<file path="src/pkg/dpmb_map.svh">
// Register map, field positions, reset values and timing counts of the mailbox port host.
`ifndef DPMB_MAP_SVH
`define DPMB_MAP_SVH

// APB byte addresses of the host registers.
`define DPMB_CTRL_ADDR    12'h000
`define DPMB_CMD_ADDR     12'h004
`define DPMB_WDATA_ADDR   12'h008
`define DPMB_RDATA_ADDR   12'h00C
`define DPMB_STATUS_ADDR  12'h010

// Control fields.
`define DPMB_CTRL_MASTER  0
`define DPMB_CTRL_INHIBIT 1
`define DPMB_CTRL_RESET   2'h0

// Command fields.
`define DPMB_CMD_ADDR_LSB 0
`define DPMB_CMD_ADDR_MSB 12
`define DPMB_CMD_OP_LSB   16
`define DPMB_CMD_OP_MSB   18
`define DPMB_OP_LAST      3'h5

// Status fields.
`define DPMB_ST_ACTIVE    0
`define DPMB_ST_DONE      1
`define DPMB_ST_IRQ       2
`define DPMB_ST_BUSYHIT   3
`define DPMB_ST_BUSYPIN   4

// Mailbox words of the two ports.
`define DPMB_LEFT_MB      13'h1FFE
`define DPMB_RIGHT_MB     13'h1FFF

// Timing, in ns, and the derived cycle counts at the bus clock.
`define DPMB_CLK_NS       50
`define DPMB_SETUP_NS     20
`define DPMB_SETTLE_NS    30
`define DPMB_STROBE_NS    40
`define DPMB_SYNC_CYC     2
`define DPMB_SETUP_CYC    ((`DPMB_SETUP_NS + `DPMB_CLK_NS - 1) / `DPMB_CLK_NS)
`define DPMB_SETTLE_CYC   ((`DPMB_SETTLE_NS + `DPMB_CLK_NS - 1) / `DPMB_CLK_NS)
`define DPMB_STROBE_CYC   ((`DPMB_STROBE_NS + `DPMB_CLK_NS - 1) / `DPMB_CLK_NS)

`endif

</file>
<file path="src/pkg/dpmb_pkg.sv">
// Types shared by the mailbox port host modules.
package dpmb_pkg;
    typedef enum logic [2:0] {
        DPMB_OP_ARRAY_RD,
        DPMB_OP_ARRAY_WR,
        DPMB_OP_TOK_RD,
        DPMB_OP_TOK_WR,
        DPMB_OP_MB_POST,
        DPMB_OP_MB_ACK
    } dpmb_op_e;

    typedef enum logic [2:0] {
        DPMB_IDLE,
        DPMB_SETUP,
        DPMB_SETTLE,
        DPMB_STROBE,
        DPMB_RECOVER
    } dpmb_state_e;

    typedef logic [12:0] dpmb_addr_t;
    typedef logic [8:0]  dpmb_data_t;
endpackage

</file>
<file path="src/dpmb_port_seq.sv">
// Pin cycle sequencer that runs one array or token latch access on the RAM port.
`timescale 1ns/1ps
`include "dpmb_map.svh"

module dpmb_port_seq #(
    parameter int SETUP_CYC  = `DPMB_SETUP_CYC,
    parameter int SETTLE_CYC = `DPMB_SETTLE_CYC,
    parameter int STROBE_CYC = `DPMB_STROBE_CYC
) (
    // Clock and reset
    input  wire logic              pclk,
    input  wire logic              presetn,
    // Request
    input  wire logic              start,
    input  wire logic              wr,
    input  wire logic              tok,
    input  wire dpmb_pkg::dpmb_addr_t addr,
    input  wire dpmb_pkg::dpmb_data_t wdata,
    input  wire logic              master,
    // Synchronised pin levels
    input  wire dpmb_pkg::dpmb_data_t din_s,
    input  wire logic              busy_s,
    // Port pins
    output logic                   ce_n,
    output logic                   oe_n,
    output logic                   rw_n,
    output logic                   token_latch_select_n,
    output dpmb_pkg::dpmb_addr_t   a,
    output dpmb_pkg::dpmb_data_t   dout,
    output logic                   doe,
    // Result
    output logic                   active,
    output logic                   done,
    output logic                   busy_hit,
    output dpmb_pkg::dpmb_data_t   rdata
);
    localparam logic [7:0] SETUP_N  = 8'(SETUP_CYC - 1);
    // The settle count spans the synchroniser so the busy level judged belongs to this access.
    localparam logic [7:0] SETTLE_N = 8'(SETTLE_CYC + `DPMB_SYNC_CYC - 1);
    localparam logic [7:0] STROBE_N = 8'(STROBE_CYC + `DPMB_SYNC_CYC - 1);

    dpmb_pkg::dpmb_state_e state_q, state_d;
    logic [7:0]            cnt_q, cnt_d;
    logic                  wr_q, wr_d, tok_q, tok_d;
    logic                  ce_n_q, ce_n_d, oe_n_q, oe_n_d, rw_n_q, rw_n_d, sel_n_q, sel_n_d;
    dpmb_pkg::dpmb_addr_t  a_q, a_d;
    dpmb_pkg::dpmb_data_t  dout_q, dout_d, rdata_q, rdata_d;
    logic                  doe_q, doe_d, done_q, done_d, hit_q, hit_d;

    always_comb
    begin
        state_d = state_q;
        cnt_d   = cnt_q;
        wr_d    = wr_q;
        tok_d   = tok_q;
        ce_n_d  = ce_n_q;
        oe_n_d  = oe_n_q;
        rw_n_d  = rw_n_q;
        sel_n_d = sel_n_q;
        a_d     = a_q;
        dout_d  = dout_q;
        doe_d   = doe_q;
        rdata_d = rdata_q;
        done_d  = 1'b0;
        hit_d   = 1'b0;
        case (state_q)
            dpmb_pkg::DPMB_IDLE:
            begin
                if (start)
                begin
                    wr_d    = wr;
                    tok_d   = tok;
                    ce_n_d  = tok;
                    sel_n_d = ~tok;
                    a_d     = tok ? {10'h000, addr[2:0]} : addr;
                    dout_d  = wdata;
                    doe_d   = wr;
                    cnt_d   = SETUP_N;
                    state_d = dpmb_pkg::DPMB_SETUP;
                end
            end
            dpmb_pkg::DPMB_SETUP:
            begin
                if (cnt_q == 8'h00)
                begin
                    cnt_d   = SETTLE_N;
                    state_d = dpmb_pkg::DPMB_SETTLE;
                end
                else
                    cnt_d = cnt_q - 8'h01;
            end
            dpmb_pkg::DPMB_SETTLE:
            begin
                // Address and enable stay put until the master's busy verdict is in, so a
                // write pulse never races a glitching inhibit in the slaves.
                if (master && !tok_q && !busy_s)
                begin
                    hit_d = 1'b1;
                    cnt_d = SETTLE_N;
                end
                else if (cnt_q == 8'h00)
                begin
                    rw_n_d  = ~wr_q;
                    oe_n_d  = wr_q;
                    cnt_d   = STROBE_N;
                    state_d = dpmb_pkg::DPMB_STROBE;
                end
                else
                    cnt_d = cnt_q - 8'h01;
            end
            dpmb_pkg::DPMB_STROBE:
            begin
                if (master && !tok_q && !busy_s)
                    hit_d = 1'b1;
                if (cnt_q == 8'h00)
                begin
                    if (!wr_q)
                        rdata_d = din_s;
                    rw_n_d  = 1'b1;
                    oe_n_d  = 1'b1;
                    state_d = dpmb_pkg::DPMB_RECOVER;
                end
                else
                    cnt_d = cnt_q - 8'h01;
            end
            dpmb_pkg::DPMB_RECOVER:
            begin
                ce_n_d  = 1'b1;
                sel_n_d = 1'b1;
                doe_d   = 1'b0;
                done_d  = 1'b1;
                state_d = dpmb_pkg::DPMB_IDLE;
            end
            default:
                state_d = dpmb_pkg::DPMB_IDLE;
        endcase
    end

    always_ff @(posedge pclk or negedge presetn)
    begin
        if (!presetn)
        begin
            state_q <= dpmb_pkg::DPMB_IDLE;
            cnt_q   <= 8'h00;
            wr_q    <= 1'b0;
            tok_q   <= 1'b0;
            ce_n_q  <= 1'b1;
            oe_n_q  <= 1'b1;
            rw_n_q  <= 1'b1;
            sel_n_q <= 1'b1;
            a_q     <= 13'h0000;
            dout_q  <= 9'h000;
            doe_q   <= 1'b0;
            rdata_q <= 9'h000;
            done_q  <= 1'b0;
            hit_q   <= 1'b0;
        end
        else
        begin
            state_q <= state_d;
            cnt_q   <= cnt_d;
            wr_q    <= wr_d;
            tok_q   <= tok_d;
            ce_n_q  <= ce_n_d;
            oe_n_q  <= oe_n_d;
            rw_n_q  <= rw_n_d;
            sel_n_q <= sel_n_d;
            a_q     <= a_d;
            dout_q  <= dout_d;
            doe_q   <= doe_d;
            rdata_q <= rdata_d;
            done_q  <= done_d;
            hit_q   <= hit_d;
        end
    end

    assign ce_n                 = ce_n_q;
    assign oe_n                 = oe_n_q;
    assign rw_n                 = rw_n_q;
    assign token_latch_select_n = sel_n_q;
    assign a                    = a_q;
    assign dout                 = dout_q;
    assign doe                  = doe_q;
    assign active               = (state_q != dpmb_pkg::DPMB_IDLE);
    assign done                 = done_q;
    assign busy_hit             = hit_q;
    assign rdata                = rdata_q;
endmodule

</file>
<file path="src/dpmb_host.sv">
// APB-controlled host that drives one port of the dual-port mailbox RAM through its pins.
`timescale 1ns/1ps
`include "dpmb_map.svh"

// Overview of operation
// - Host holds busy high for normal slave use, low to forbid writes.
// - Exactly one master per width-expanded array; the rest are slaves.
// - Hold address and enable until busy is valid before the write pulse.
// - Depth-cascaded busy signals are ANDed externally into one.
// - Latch access: select low, array enable high, A0-A2 pick the latch.
module dpmb_host #(
    parameter bit LEFT_PORT  = 1'b1,
    parameter int SETUP_CYC  = `DPMB_SETUP_CYC,
    parameter int SETTLE_CYC = `DPMB_SETTLE_CYC,
    parameter int STROBE_CYC = `DPMB_STROBE_CYC
) (
    // Clock and reset
    input  wire logic        pclk,
    input  wire logic        presetn,
    // APB slave
    input  wire logic        psel,
    input  wire logic        penable,
    input  wire logic        pwrite,
    input  wire logic [11:0] paddr,
    input  wire logic [31:0] pwdata,
    output logic             pready,
    output logic [31:0]      prdata,
    output logic             pslverr,
    // RAM port control pins
    output logic             ce_n,
    output logic             oe_n,
    output logic             rw_n,
    output logic             token_latch_select_n,
    output logic [12:0]      a,
    // RAM port data pins
    input  wire logic [8:0]  d_i,
    output logic [8:0]       d_o,
    output logic             d_oe,
    // Own port's mailbox interrupt, active low
    input  wire logic        mailbox_irq_n,
    // Busy pin of this port and role select
    input  wire logic        busy_n_i,
    output logic             busy_n_o,
    output logic             busy_n_oe,
    output logic             role_master
);
    localparam dpmb_pkg::dpmb_addr_t OWN_MB  = LEFT_PORT ? `DPMB_LEFT_MB : `DPMB_RIGHT_MB;
    localparam dpmb_pkg::dpmb_addr_t PEER_MB = LEFT_PORT ? `DPMB_RIGHT_MB : `DPMB_LEFT_MB;

    // Two-flop synchronisers for everything arriving from the RAM.
    logic [8:0] din_m_q, din_s_q;
    logic       busy_m_q, busy_s_q, irq_m_q, irq_s_q;

    always_ff @(posedge pclk or negedge presetn)
    begin
        if (!presetn)
        begin
            din_m_q  <= 9'h000;
            din_s_q  <= 9'h000;
            busy_m_q <= 1'b1;
            busy_s_q <= 1'b1;
            irq_m_q  <= 1'b1;
            irq_s_q  <= 1'b1;
        end
        else
        begin
            din_m_q  <= d_i;
            din_s_q  <= din_m_q;
            busy_m_q <= busy_n_i;
            busy_s_q <= busy_m_q;
            irq_m_q  <= mailbox_irq_n;
            irq_s_q  <= irq_m_q;
        end
    end

    function automatic logic mapped(input logic [11:0] ad);
        mapped = (ad == `DPMB_CTRL_ADDR) || (ad == `DPMB_CMD_ADDR) || (ad == `DPMB_WDATA_ADDR) ||
                 (ad == `DPMB_RDATA_ADDR) || (ad == `DPMB_STATUS_ADDR);
    endfunction

    logic [1:0]           ctrl_q, ctrl_d;
    dpmb_pkg::dpmb_data_t wdata_q, wdata_d;
    dpmb_pkg::dpmb_addr_t addr_q, addr_d;
    logic                 wr_q, wr_d, tok_q, tok_d, start_q, start_d;
    logic                 done_st_q, done_st_d, hit_st_q, hit_st_d;
    logic                 pready_q, pready_d, pslverr_q, pslverr_d;
    logic [31:0]          prdata_q, prdata_d;
    logic                 busy_o_q, busy_o_d, busy_oe_q, busy_oe_d;
    logic                 seq_active, seq_done, seq_hit;
    dpmb_pkg::dpmb_data_t seq_rdata;
    dpmb_pkg::dpmb_op_e   op;
    logic                 setup, access, cmd_busy, op_ok;
    logic [31:0]          status;

    assign setup    = psel && !penable;
    assign access   = psel && penable && pready_q;
    assign cmd_busy = seq_active || start_q;
    assign op       = dpmb_pkg::dpmb_op_e'(pwdata[`DPMB_CMD_OP_MSB:`DPMB_CMD_OP_LSB]);
    assign op_ok    = pwdata[`DPMB_CMD_OP_MSB:`DPMB_CMD_OP_LSB] <= `DPMB_OP_LAST;
    assign status   = {27'h0, ~busy_s_q, hit_st_q, ~irq_s_q, done_st_q, seq_active};

    always_comb
    begin
        ctrl_d    = ctrl_q;
        wdata_d   = wdata_q;
        addr_d    = addr_q;
        wr_d      = wr_q;
        tok_d     = tok_q;
        start_d   = 1'b0;
        done_st_d = done_st_q;
        hit_st_d  = hit_st_q;
        pready_d  = setup;
        prdata_d  = prdata_q;
        pslverr_d = 1'b0;
        if (setup)
        begin
            pslverr_d = !mapped(paddr) || (pwrite && paddr == `DPMB_CMD_ADDR && (cmd_busy || !op_ok));
            case (paddr)
                `DPMB_CTRL_ADDR:   prdata_d = {30'h0, ctrl_q};
                `DPMB_WDATA_ADDR:  prdata_d = {23'h0, wdata_q};
                `DPMB_RDATA_ADDR:  prdata_d = {23'h0, seq_rdata};
                `DPMB_STATUS_ADDR: prdata_d = status;
                default:           prdata_d = 32'h00000000;
            endcase
        end
        if (access && pwrite && !pslverr_q)
        begin
            case (paddr)
                `DPMB_CTRL_ADDR:   ctrl_d = pwdata[1:0];
                `DPMB_WDATA_ADDR:  wdata_d = pwdata[8:0];
                `DPMB_STATUS_ADDR:
                begin
                    if (pwdata[`DPMB_ST_DONE])
                        done_st_d = 1'b0;
                    if (pwdata[`DPMB_ST_BUSYHIT])
                        hit_st_d = 1'b0;
                end
                `DPMB_CMD_ADDR:
                begin
                    start_d = 1'b1;
                    addr_d  = pwdata[`DPMB_CMD_ADDR_MSB:`DPMB_CMD_ADDR_LSB];
                    wr_d    = (op == dpmb_pkg::DPMB_OP_ARRAY_WR) || (op == dpmb_pkg::DPMB_OP_TOK_WR) ||
                              (op == dpmb_pkg::DPMB_OP_MB_POST);
                    tok_d   = (op == dpmb_pkg::DPMB_OP_TOK_RD) || (op == dpmb_pkg::DPMB_OP_TOK_WR);
                    if (op == dpmb_pkg::DPMB_OP_MB_POST)
                        addr_d = PEER_MB;
                    if (op == dpmb_pkg::DPMB_OP_MB_ACK)
                        addr_d = OWN_MB;
                end
                default:
                    ctrl_d = ctrl_q;
            endcase
        end
        // Hardware events are applied after the software clear so that a set in the same cycle wins.
        if (seq_done)
            done_st_d = 1'b1;
        if (seq_hit)
            hit_st_d = 1'b1;
        busy_oe_d = !ctrl_d[`DPMB_CTRL_MASTER];
        busy_o_d  = !ctrl_d[`DPMB_CTRL_INHIBIT];
    end

    always_ff @(posedge pclk or negedge presetn)
    begin
        if (!presetn)
        begin
            ctrl_q    <= `DPMB_CTRL_RESET;
            wdata_q   <= 9'h000;
            addr_q    <= 13'h0000;
            wr_q      <= 1'b0;
            tok_q     <= 1'b0;
            start_q   <= 1'b0;
            done_st_q <= 1'b0;
            hit_st_q  <= 1'b0;
            pready_q  <= 1'b0;
            prdata_q  <= 32'h00000000;
            pslverr_q <= 1'b0;
            busy_o_q  <= 1'b1;
            busy_oe_q <= 1'b1;
        end
        else
        begin
            ctrl_q    <= ctrl_d;
            wdata_q   <= wdata_d;
            addr_q    <= addr_d;
            wr_q      <= wr_d;
            tok_q     <= tok_d;
            start_q   <= start_d;
            done_st_q <= done_st_d;
            hit_st_q  <= hit_st_d;
            pready_q  <= pready_d;
            prdata_q  <= prdata_d;
            pslverr_q <= pslverr_d;
            busy_o_q  <= busy_o_d;
            busy_oe_q <= busy_oe_d;
        end
    end

    // The single busy pin may already be the external AND of a depth cascade.
    dpmb_port_seq #(
        .SETUP_CYC  (SETUP_CYC),
        .SETTLE_CYC (SETTLE_CYC),
        .STROBE_CYC (STROBE_CYC)
    ) u_seq (
        .pclk                 (pclk),
        .presetn              (presetn),
        .start                (start_q),
        .wr                   (wr_q),
        .tok                  (tok_q),
        .addr                 (addr_q),
        .wdata                (wdata_q),
        .master               (ctrl_q[`DPMB_CTRL_MASTER]),
        .din_s                (din_s_q),
        .busy_s               (busy_s_q),
        .ce_n                 (ce_n),
        .oe_n                 (oe_n),
        .rw_n                 (rw_n),
        .token_latch_select_n (token_latch_select_n),
        .a                    (a),
        .dout                 (d_o),
        .doe                  (d_oe),
        .active               (seq_active),
        .done                 (seq_done),
        .busy_hit             (seq_hit),
        .rdata                (seq_rdata)
    );

    assign pready      = pready_q;
    assign prdata      = prdata_q;
    assign pslverr     = pslverr_q;
    assign busy_n_o    = busy_o_q;
    assign busy_n_oe   = busy_oe_q;
    assign role_master = ctrl_q[`DPMB_CTRL_MASTER];
endmodule

</file>
<file path="config.mk">
export PLATFORM = sky130hd
export DESIGN_NAME = dpmb_host
export DESIGN_NICKNAME = d
export VERILOG_FILES = /design/src/pkg/dpmb_pkg.sv /design/src/dpmb_port_seq.sv /design/src/dpmb_host.sv
export VERILOG_INCLUDE_DIRS = /design/src /design/src/pkg
export SDC_FILE = /design/constraint.sdc
export NUM_CORES = 1
export LEC_CHECK = 0
export BUFFER_PORTS_ARGS = -buffer_cell sky130_fd_sc_hd__buf_2
export CORE_ASPECT_RATIO = 1.25
export CORE_UTILIZATION = 50
export CTS_CLUSTER_SIZE = 30
export DETAILED_ROUTE_END_ITERATION = 12
export PLACE_DENSITY = 0.8
export SYNTH_ARGS = -nofsm -noshare
export SYNTH_HDL_FRONTEND = slang
export SYNTH_SLANG_ARGS = --single-unit
</file>
<file path="constraint.sdc">
create_clock -name pclk -period 6 [get_ports pclk]
set_input_delay 0.9 -clock pclk [delete_from_list [all_inputs] [get_ports pclk]]
set_output_delay 0.9 -clock pclk [all_outputs]
set_load 0.1 [all_outputs]
</file>
==> results.yml, run 1 <==
outcome:
  outcome: "finished, final reports clean"
worst_setup_path:
  arrival_ns: 3.18
  cp.required_ns: 6.29
  reg2regPathDepth: 5
  end_kind: "register"
  r2r-end: "u_seq.rdata[0]$_DFFE_PN0P_"
  worstPathMaxFanout: 16
  r2r_slack_ns: 3.63
  reg2reg_from: "u_seq.cnt_q[5]$_DFFE_PN0P_"
  path_class: "primary input to register"
  cp-start-kind: "primary input"
global_route:
  antenna_found_initial: 0
  grt_overflow: 0
  first_global_vias: 3245
  grt.total_usage_pct: 21.5
  grt_max_degree: 67
  grt_pass1_wl_mm: 16.5
min_path:
  holdPathStages: 0
  worstHoldStart: "din_m_q[1]$_DFF_PN0_"
  hp-class: "register to register"
  whs_endpoint: "din_s_q[1]$_DFF_PN0_"
sta:
  fin_crit_ns: 2.89
  maxSlewHeadroom_pct: 27.3
  fmax_mhz: 346
  tns_ns: 0
  setup_viol: 0
  worst_slew_pin_slew_ns: 1.08
  fin_skew_ns: 0.00681
  period_share_pct: 48.2
  fin_hold_ws_ns: 0.346
  hold_viol: 0
  final_max_slew_viol_count: 0
  rsz0062_at_grt: "no"
detailed_routing:
  wirelength_mm: 10.1
  via_per_inst: 5.20
  drc: 0
  vias: 3293
  drtPass1Iterations: 4
  drt_iter0_drc: 283
  final_antenna_net_count: 0
  wl_per_cell_um: 15.9
placed_design:
  numPortBuffers: 84
  hpwl_mm: 6.76
  gp_congestion: 0.797
floorplan:
  die_area_um2: 10200
  die_h_um: 113
  ios: 124
  num_rows: 40
  initial_core_util_pct: 51.3
  core_area_um2: 9560
  fp.dieW_um: 90.5
clock_network:
  cts_hold_buf: 0
  clockRootBuffer: "clkbuf_16"
  post-cts-setup-buffers: 0
  cts_tree: "built"
  clock_sinks: 115
  clk_pin_slew_worst_paths_ns: 0.05
  cts_buffers: 17
  cts_resized: 0
  clock_path_buffers: 2
  clk_latency_ns: 0.41
  cts.htree.levels: 4
pwr:
  p_seq_share_pct: 38.5
  p_sw_share_pct: 32.2
  clkPwrFrac_pct: 42.1
  power_frac_comb_pct: 19.4
  switchingPower_uw: 770
  power.internal_uw: 1620
  power_density_nw_per_um2: 404
  ir_drop_mv: 0.327
  p_leak_uw: 0.00298
synth:
  synth_seq_cells: 115
  syn_inst: 408
  post-synth-top-count-cell: "dfrtp_1"
  synth_area_per_cell_um2: 12.0
  yosysUniqueCellTypes: 45
  synth_warnings: 0
  seq_area_frac_synth_pct: 59.0
  yosys.area.top_type: "dfrtp_1"
  yosys-top-cells-area: "dfrtp_1 (54%), mux2_2 (11%), dfstp_2 (5.4%)"
  postSynth.asyncResetShare_pct: 100
  synth-edff-count: 0
  synth_flop_cell: "dfrtp_1"
  yosys-top-cells-count: "dfrtp_1 (105), mux2_2 (48), nand2_1 (35), nand2b_1 (25), buf_4 (23)"
  synth_top_area_share_pct: 53.6
  syn_area_um2: 4900
cells_and_area:
  drive_gt1_share_pct: 36.1
  area_growth_pct: 20.9
  insertedDiodeCount: 0
  nFillCells: 759
  nNetsFinal: 556
job:
  max-cap-violations: 0
-- layer usage --
layer	part of all wire [%]	GRT usage, %
met5	0	0
met4	2.1	9.46
met3	4.4	5.83
met2	52	35.5
met1	42	26.5
-- worst max-delay path: stages --
cell,delay (ns)
buf_2,0.10
nor4_2,0.30
nand3_1,0.17
or3_4,0.45
nor4_4,0.82
mux2_2,0.43
-- flip-flops by register name, summed over array words and instances (netlist names), 2 cells and up --
register / flops
addr_q: 13
u_seq.a: 13
din_m_q: 9
din_s_q: 9
prdata: 9
u_seq.dout: 9
u_seq.rdata: 9
wdata_q: 9
u_seq.cnt_q: 8
u_seq.state_q: 3
ctrl_q: 2
-- kinds of logic (layout without fill, tap and decap cells) --
group / after synthesis / count (layout) / share of synthesized area (%)
XOR/XNOR: 1 / 1 / 0.179
other: 1 / 23 / 0.0765
flip-flops: 115 / 115 / 59.0
AND/OR/NAND/NOR: 117 / 117 / 13.2
AO/OA/AOI/OAI: 61 / 61 / 7.74
multiplexers: 59 / 59 / 13.3
adder cells (fa/ha/maj): 2 / 2 / 0.511
buffers and inverters: 52 / 129 / 6.08
-- placed cells by master (no fill, tap or decap), types with 9 or more instances in the layout --
cell       netlist  layout
o21ai_0         20      20
mux2i_1         11      11
nor3_1           9       9
dfrtp_1        105     105
mux2_2          48      48
a21oi_1         13      13
nand3_1         12      12
dfstp_2         10      10
nand2b_1        25      25
conb_1           1      23
nor2_1          19      19
buf_2            2      83
clkbuf_16        0      17
nand2_1         35      35
inv_1           11      11
-- per-stage QoR --
| stage | cell area, um^2 | setup slack, ns | utilization [%] | total power [uW] | std cells |
|---|---|---|---|---|---|
| finish | 5920 | 3.11 | 62.0 | 2390 | 633 |
| global route | 5920 | 2.96 | 62.0 | 2500 | 633 |
| CTS | 5920 | 3.08 | 62.0 | 2400 | 633 |
| detailed placement | 5320 | 2.70 | 55.7 | 1390 | 601 |
| global placement | 5320 | 2.69 | 55.7 | 1370 | 601 |
| floorplan | 4980 | 3.27 | - | 1300 | 430 |
-- worst max-delay path by stage --
stage / from / endpoint / cells after the start
after floorplan: paddr[9] / addr_q[0]$_DFFE_PN0P_ / 6
final: paddr[9] / addr_q[8]$_DFFE_PN0P_ / 6
after global routing: paddr[9] / addr_q[8]$_DFFE_PN0P_ / 6
after CTS: paddr[9] / addr_q[8]$_DFFE_PN0P_ / 6
after detailed placement: paddr[9] / addr_q[7]$_DFFE_PN0P_ / 6
after global placement: paddr[9] / addr_q[9]$_DFFE_PN0P_ / 6
-- layout make-up --
class	count	area (um^2)	share of cell area [%]
Sequential cell	115	2890	48.8
Multi-Input combinational cell	263	1790	30.3
Clock buffer	19	453	7.65
Timing Repair Buffer	86	438	7.39
Tap cell	126	158	2.66
Clock inverter	13	148	2.49
Inverter	11	41.3	0.697
-- power by group through the flow --
stage / clock (uW) / sequential [uW] / combinational [uW]
floorplan: 0 / 997 / 299
global placement: 0 / 924 / 441
detailed placement: 0 / 928 / 458
CTS: 1020 / 918 / 464
global route: 1060 / 930 / 503
finish: 1010 / 920 / 464
Power figures use the tool's default switching activity.
==> run 2, diff against run 1 <==
--- a/config.mk
+++ b/config.mk
@@ -8,7 +8,7 @@
 export LEC_CHECK = 0
 export BUFFER_PORTS_ARGS = -buffer_cell sky130_fd_sc_hd__buf_2
 export CORE_ASPECT_RATIO = 1.25
-export CORE_UTILIZATION = 50
+export CORE_UTILIZATION = 48
 export CTS_CLUSTER_SIZE = 30
 export DETAILED_ROUTE_END_ITERATION = 12
 export PLACE_DENSITY = 0.8
==> constraint.sdc (replaced) <==
create_clock -name pclk -period 2.6 [get_ports pclk]
set_input_delay 0.39 -clock pclk [delete_from_list [all_inputs] [get_ports pclk]]
set_output_delay 0.39 -clock pclk [all_outputs]
set_load 0.1 [all_outputs]
==> results.yml, run 2 (same netlist as run 1, synthesis figures left out) <==
outcome:
  outcome: "finished, final reports clean"
clock_network:
  clk_latency_ns: 0.41
  post-cts-setup-buffers: 0
  cts_tree: "built"
  clock_path_buffers: 2
  clk_pin_slew_worst_paths_ns: 0.05
  clockRootBuffer: "clkbuf_16"
  cts.htree.levels: 4
  clock_sinks: 115
  cts_buffers: 17
worst_setup_path:
  cp-start-kind: "register"
  r2r-end: "u_seq.rdata[2]$_DFFE_PN0P_"
  cp.required_ns: 2.89
  path_class: "register to register"
  critPathTopFamily: "simple AND/OR/NAND/NOR gates"
  reg2reg_from: "u_seq.cnt_q[3]$_DFFE_PN0P_"
  arrival_ns: 2.56
  reg2regPathDepth: 5
  worstPathMaxFanout: 9
  cpPeakStageDelay_ns: 0.55
  cp_slowest_cell: "or3_1"
  r2r_slack_ns: 0.33
  end_kind: "register"
  crit_chain: "nor4_4, and3_1, nand2_1, or3_1, mux2_2"
  crit_buf_inv: 0
sta:
  tns_ns: 0
  fin_crit_ns: 2.27
  rsz0062_at_grt: "no"
  fin_skew_ns: 0.00967
  hold_viol: 0
  fmax_mhz: 440
  setup_viol: 0
  worst_slew_pin_slew_ns: 0.781
  maxSlewHeadroom_pct: 47.5
  period_share_pct: 87.3
  final_max_slew_viol_count: 0
min_path:
  hp-class: "primary input to register"
  holdPathStages: 1
  whs_endpoint: "irq_m_q$_DFF_PN1_"
  worstHoldStart: "mailbox_irq_n"
detailed_routing:
  vias: 3335
  drtPass1Iterations: 4
  wl_met3_um: 451
  top_layer: "met5"
  wl_per_cell_um: 15.9
  drc: 0
  met1_length_mm: 4.05
  final_antenna_net_count: 0
  dr_wl_met2_mm: 5.38
  drt_iter0_drc: 120
  wirelength_mm: 10.2
  via_per_inst: 5.23
global_route:
  grt_pass1_wl_mm: 16.6
  grt_overflow: 0
  grt.total_usage_pct: 20.9
  grt_max_degree: 47
  antenna_found_initial: 1
  first_global_vias: 3439
cells_and_area:
  insertedDiodeCount: 0
  seq_area_um2: 2890
  design_area_um2: 6020
  stdcell_count: 638
  nNetsFinal: 561
  nFillCells: 762
  fin_util_pct: 61.7
  layout_commonest_cell: "dfrtp_1"
  multi_input_area_um2: 1790
  area_growth_pct: 22.9
  drive_gt1_share_pct: 36.5
  layout_common_cells: "dfrtp_1 (105), buf_2 (83), mux2_2 (48)"
placed_design:
  numPortBuffers: 84
  gp_congestion: 0.816
  hpwl_mm: 6.95
  placed_area_um2: 5360
  dp_cells: 605
floorplan:
  core_area_um2: 9760
  fp.dieW_um: 92.4
  num_rows: 40
  die_area_um2: 10600
  initial_core_util_pct: 50.2
  ios: 124
  die_h_um: 115
job:
  max-cap-violations: 0
pwr:
  ir_drop_mv: 0.476
  p_leak_uw: 0.00303
  power_density_nw_per_um2: 943
==> run 2: cell count changes in the layout (fill, tap and decap cells not counted), sizes merged <==
cell,change
buf,+4
inv,-4
bufinv,+2
clkinvlp,+2
clkbuf,+1
clkinv,-1
dlygate4sd3,+1
==> run 2: per-stage QoR <==
stage / hold WS [ns] / setup WS [ns] / total power (uW)
after global routing: 0.0698 / 0.167 / 5920
after detailed placement: 0.335 / 0.163 / 3200
after CTS: 0.0679 / 0.324 / 5710
after floorplan: 0.0944 / 0.114 / 2990
final: 0.0817 / 0.330 / 5680
after global placement: 0.332 / 0.271 / 3160
==> run 2: how the worst max path moves through the flow <==
stage	start	endpoint	cells past startpoint
after detailed placement	paddr[9]	wdata_q[5]$_DFFE_PN0P_	6
after global routing	u_seq.cnt_q[3]$_DFFE_PN0P_	u_seq.rdata[4]$_DFFE_PN0P_	5
after CTS	u_seq.cnt_q[3]$_DFFE_PN0P_	u_seq.rdata[2]$_DFFE_PN0P_	5
after floorplan	pready$_DFF_PN0_	addr_q[0]$_DFFE_PN0P_	5
after global placement	paddr[9]	wdata_q[6]$_DFFE_PN0P_	6
final	u_seq.cnt_q[3]$_DFFE_PN0P_	u_seq.rdata[2]$_DFFE_PN0P_	5
==> run 2: layer usage <==
layer | vias up | track usage, %
li1 | 1543 | -
met2 | 95 | 35.8
met4 | 2 | 10.7
met5 | - | 0
met1 | 1670 | 23.4
met3 | 25 | 6.61
==> run 2: final cells by class <==
type	count	area share [%]
clock buffers	20	7.75
clock inverters	12	2.97
inverters	11	0.686
multi-input cells	263	29.8
flip-flops and latches	115	48.0
well taps	126	2.62
repair buffers	91	8.15
==> run 2: report_power, final <==
part | leakage, uW | switching (uW) | internal (uW)
clock network | 0.000308 | 812 | 1680
logic | 0.00121 | 763 | 306
registers | 0.00151 | 151 | 1970
==> run 2: repair_timing <==
item	in CTS	in global routing
resized for setup	0	0
endpoints found under the hold margin	21	0
hold buffers	1	0
==> run 3, diff against run 2 <==
--- a/config.mk
+++ b/config.mk
@@ -11,7 +11,7 @@
 export CORE_UTILIZATION = 48
 export CTS_CLUSTER_SIZE = 30
 export DETAILED_ROUTE_END_ITERATION = 12
-export PLACE_DENSITY = 0.8
+export PLACE_DENSITY = 0.76
 export SYNTH_ARGS = -nofsm -noshare
 export SYNTH_HDL_FRONTEND = slang
 export SYNTH_SLANG_ARGS = --single-unit
==> results.yml, run 3 (same netlist as run 1, synthesis figures left out) <==
sta:
  maxSlewHeadroom_pct: 50.6
  fin_crit_ns: 2.28
  rsz0062_at_grt: "no"
  setup_viol: 0
  fin_skew_ns: 0.0167
  fmax_mhz: 438
  worst_slew_pin_slew_ns: 0.735
  final_max_slew_viol_count: 0
  tns_ns: 0
  period_share_pct: 87.8
  hold_viol: 0
global_route:
  antenna_found_initial: 0
  grt_max_degree: 57
  first_global_vias: 3231
  grt.total_usage_pct: 20.4
  grt_overflow: 0
  grt_pass1_wl_mm: 16.0
outcome:
  outcome: "finished, final reports clean"
cells_and_area:
  multi_input_area_um2: 1790
  nNetsFinal: 561
  drive_gt1_share_pct: 36.5
  stdcell_count: 638
  layout_common_cells: "dfrtp_1 (105), buf_2 (83), mux2_2 (48)"
  area_growth_pct: 21.5
  layout_commonest_cell: "dfrtp_1"
  insertedDiodeCount: 0
  nFillCells: 798
  fin_util_pct: 61.0
  seq_area_um2: 2890
job:
  max-cap-violations: 0
floorplan:
  die_area_um2: 10600
  initial_core_util_pct: 50.2
  num_rows: 40
  ios: 124
  fp.dieW_um: 92.4
  core_area_um2: 9760
  die_h_um: 115
placed_design:
  hpwl_mm: 6.94
  numPortBuffers: 84
  dp_cells: 606
  gp_congestion: 0.761
clock_network:
  cts_tree: "built"
  clockRootBuffer: "clkbuf_16"
  cts.htree.levels: 4
  clk_pin_slew_worst_paths_ns: 0.05
  clk_latency_ns: 0.41
  post-cts-setup-buffers: 0
  clock_path_buffers: 2
  cts_hold_buf: 0
  cts_resized: 0
  cts_buffers: 17
  clock_sinks: 115
worst_setup_path:
  crit_chain: "nor4_4, and3_1, nand2_1, or3_1, mux2_2"
  cpPeakStageDelay_ns: 0.54
  path_class: "register to register"
  cp-start-kind: "register"
  cp.required_ns: 2.89
  arrival_ns: 2.57
  worstPathMaxFanout: 9
  cp_slowest_cell: "or3_1"
  end_kind: "register"
detailed_routing:
  wirelength_mm: 9.88
  drc: 0
  drt_iter0_drc: 166
  vias: 3282
  drtPass1Iterations: 4
  wl_per_cell_um: 15.5
  final_antenna_net_count: 0
  via_per_inst: 5.14
pwr:
  p_leak_uw: 0.00300
  power_density_nw_per_um2: 912
  power.total_uw: 5430
  ir_drop_mv: 0.490
min_path:
  hp-class: "primary input to async pin"
run 3: layout make-up:
cell class                 instances  area share (%)
clock buffer                      21            7.90
tap                              126            2.65
sequential                       115            48.6
clock inverter                    11            1.85
inverter                          11           0.694
timing repair buffer              91            8.20
multi-input combinational        263            30.1
run 3: worst paths after layout:
| check | depth (start not counted) | from | to | slack [ns] |
|---|---|---|---|---|
| min in group pclk | 1 | mailbox_irq_n | irq_m_q$_DFF_PN1_ | 0.08 |
| hold / removal | 1 | presetn | din_m_q[4]$_DFF_PN0_ | 0.03 |
| hold reg to reg | 0 | din_m_q[2]$_DFF_PN0_ | din_s_q[2]$_DFF_PN0_ | 0.34 |
| setup / recovery | 5 | u_seq.cnt_q[3]$_DFFE_PN0P_ | u_seq.rdata[3]$_DFFE_PN0P_ | 0.32 |
| max in group asynchronous | 2 | presetn | u_seq.ce_n$_DFFE_PN1P_ | 1.75 |
| setup reg to reg | 5 | u_seq.cnt_q[3]$_DFFE_PN0P_ | u_seq.rdata[3]$_DFFE_PN0P_ | 0.32 |
run 3: layer usage:
| layer | global-route usage, % | up-vias | routed length, um |
|---|---|---|---|
| met4 | 9.69 | 0 | 185 |
| met5 | 0 | - | 0 |
| li1 | - | 1540 | - |
| met1 | 24.8 | 1641 | 4160 |
| met2 | 33.7 | 89 | 5130 |
| met3 | 5.62 | 12 | 393 |
run 3: metrics by stage:
stage / hold slack [ns] / instance area, um^2 / worst slack, ns
after CTS: 0.0469 / 5950 / 0.327
after global placement: 0.334 / 5370 / 0.254
after global routing: 0.0656 / 5950 / 0.174
after detailed placement: 0.335 / 5370 / 0.222
after floorplan: 0.0944 / 4980 / 0.114
final: 0.0272 / 5950 / 0.318
run 3: worst max-delay path, delay by kind of cell, from the launching register on:
| family | cells | cell delay (ns) |
|---|---|---|
| flops | 1 | 0.44 |
| mux | 1 | 0.36 |
| simple gates | 4 | 1.37 |
run 3: where the power goes:
part           internal, uW  switching [uW]
Combinational           304             761
Clock                  1470             775
Sequential             1970             150
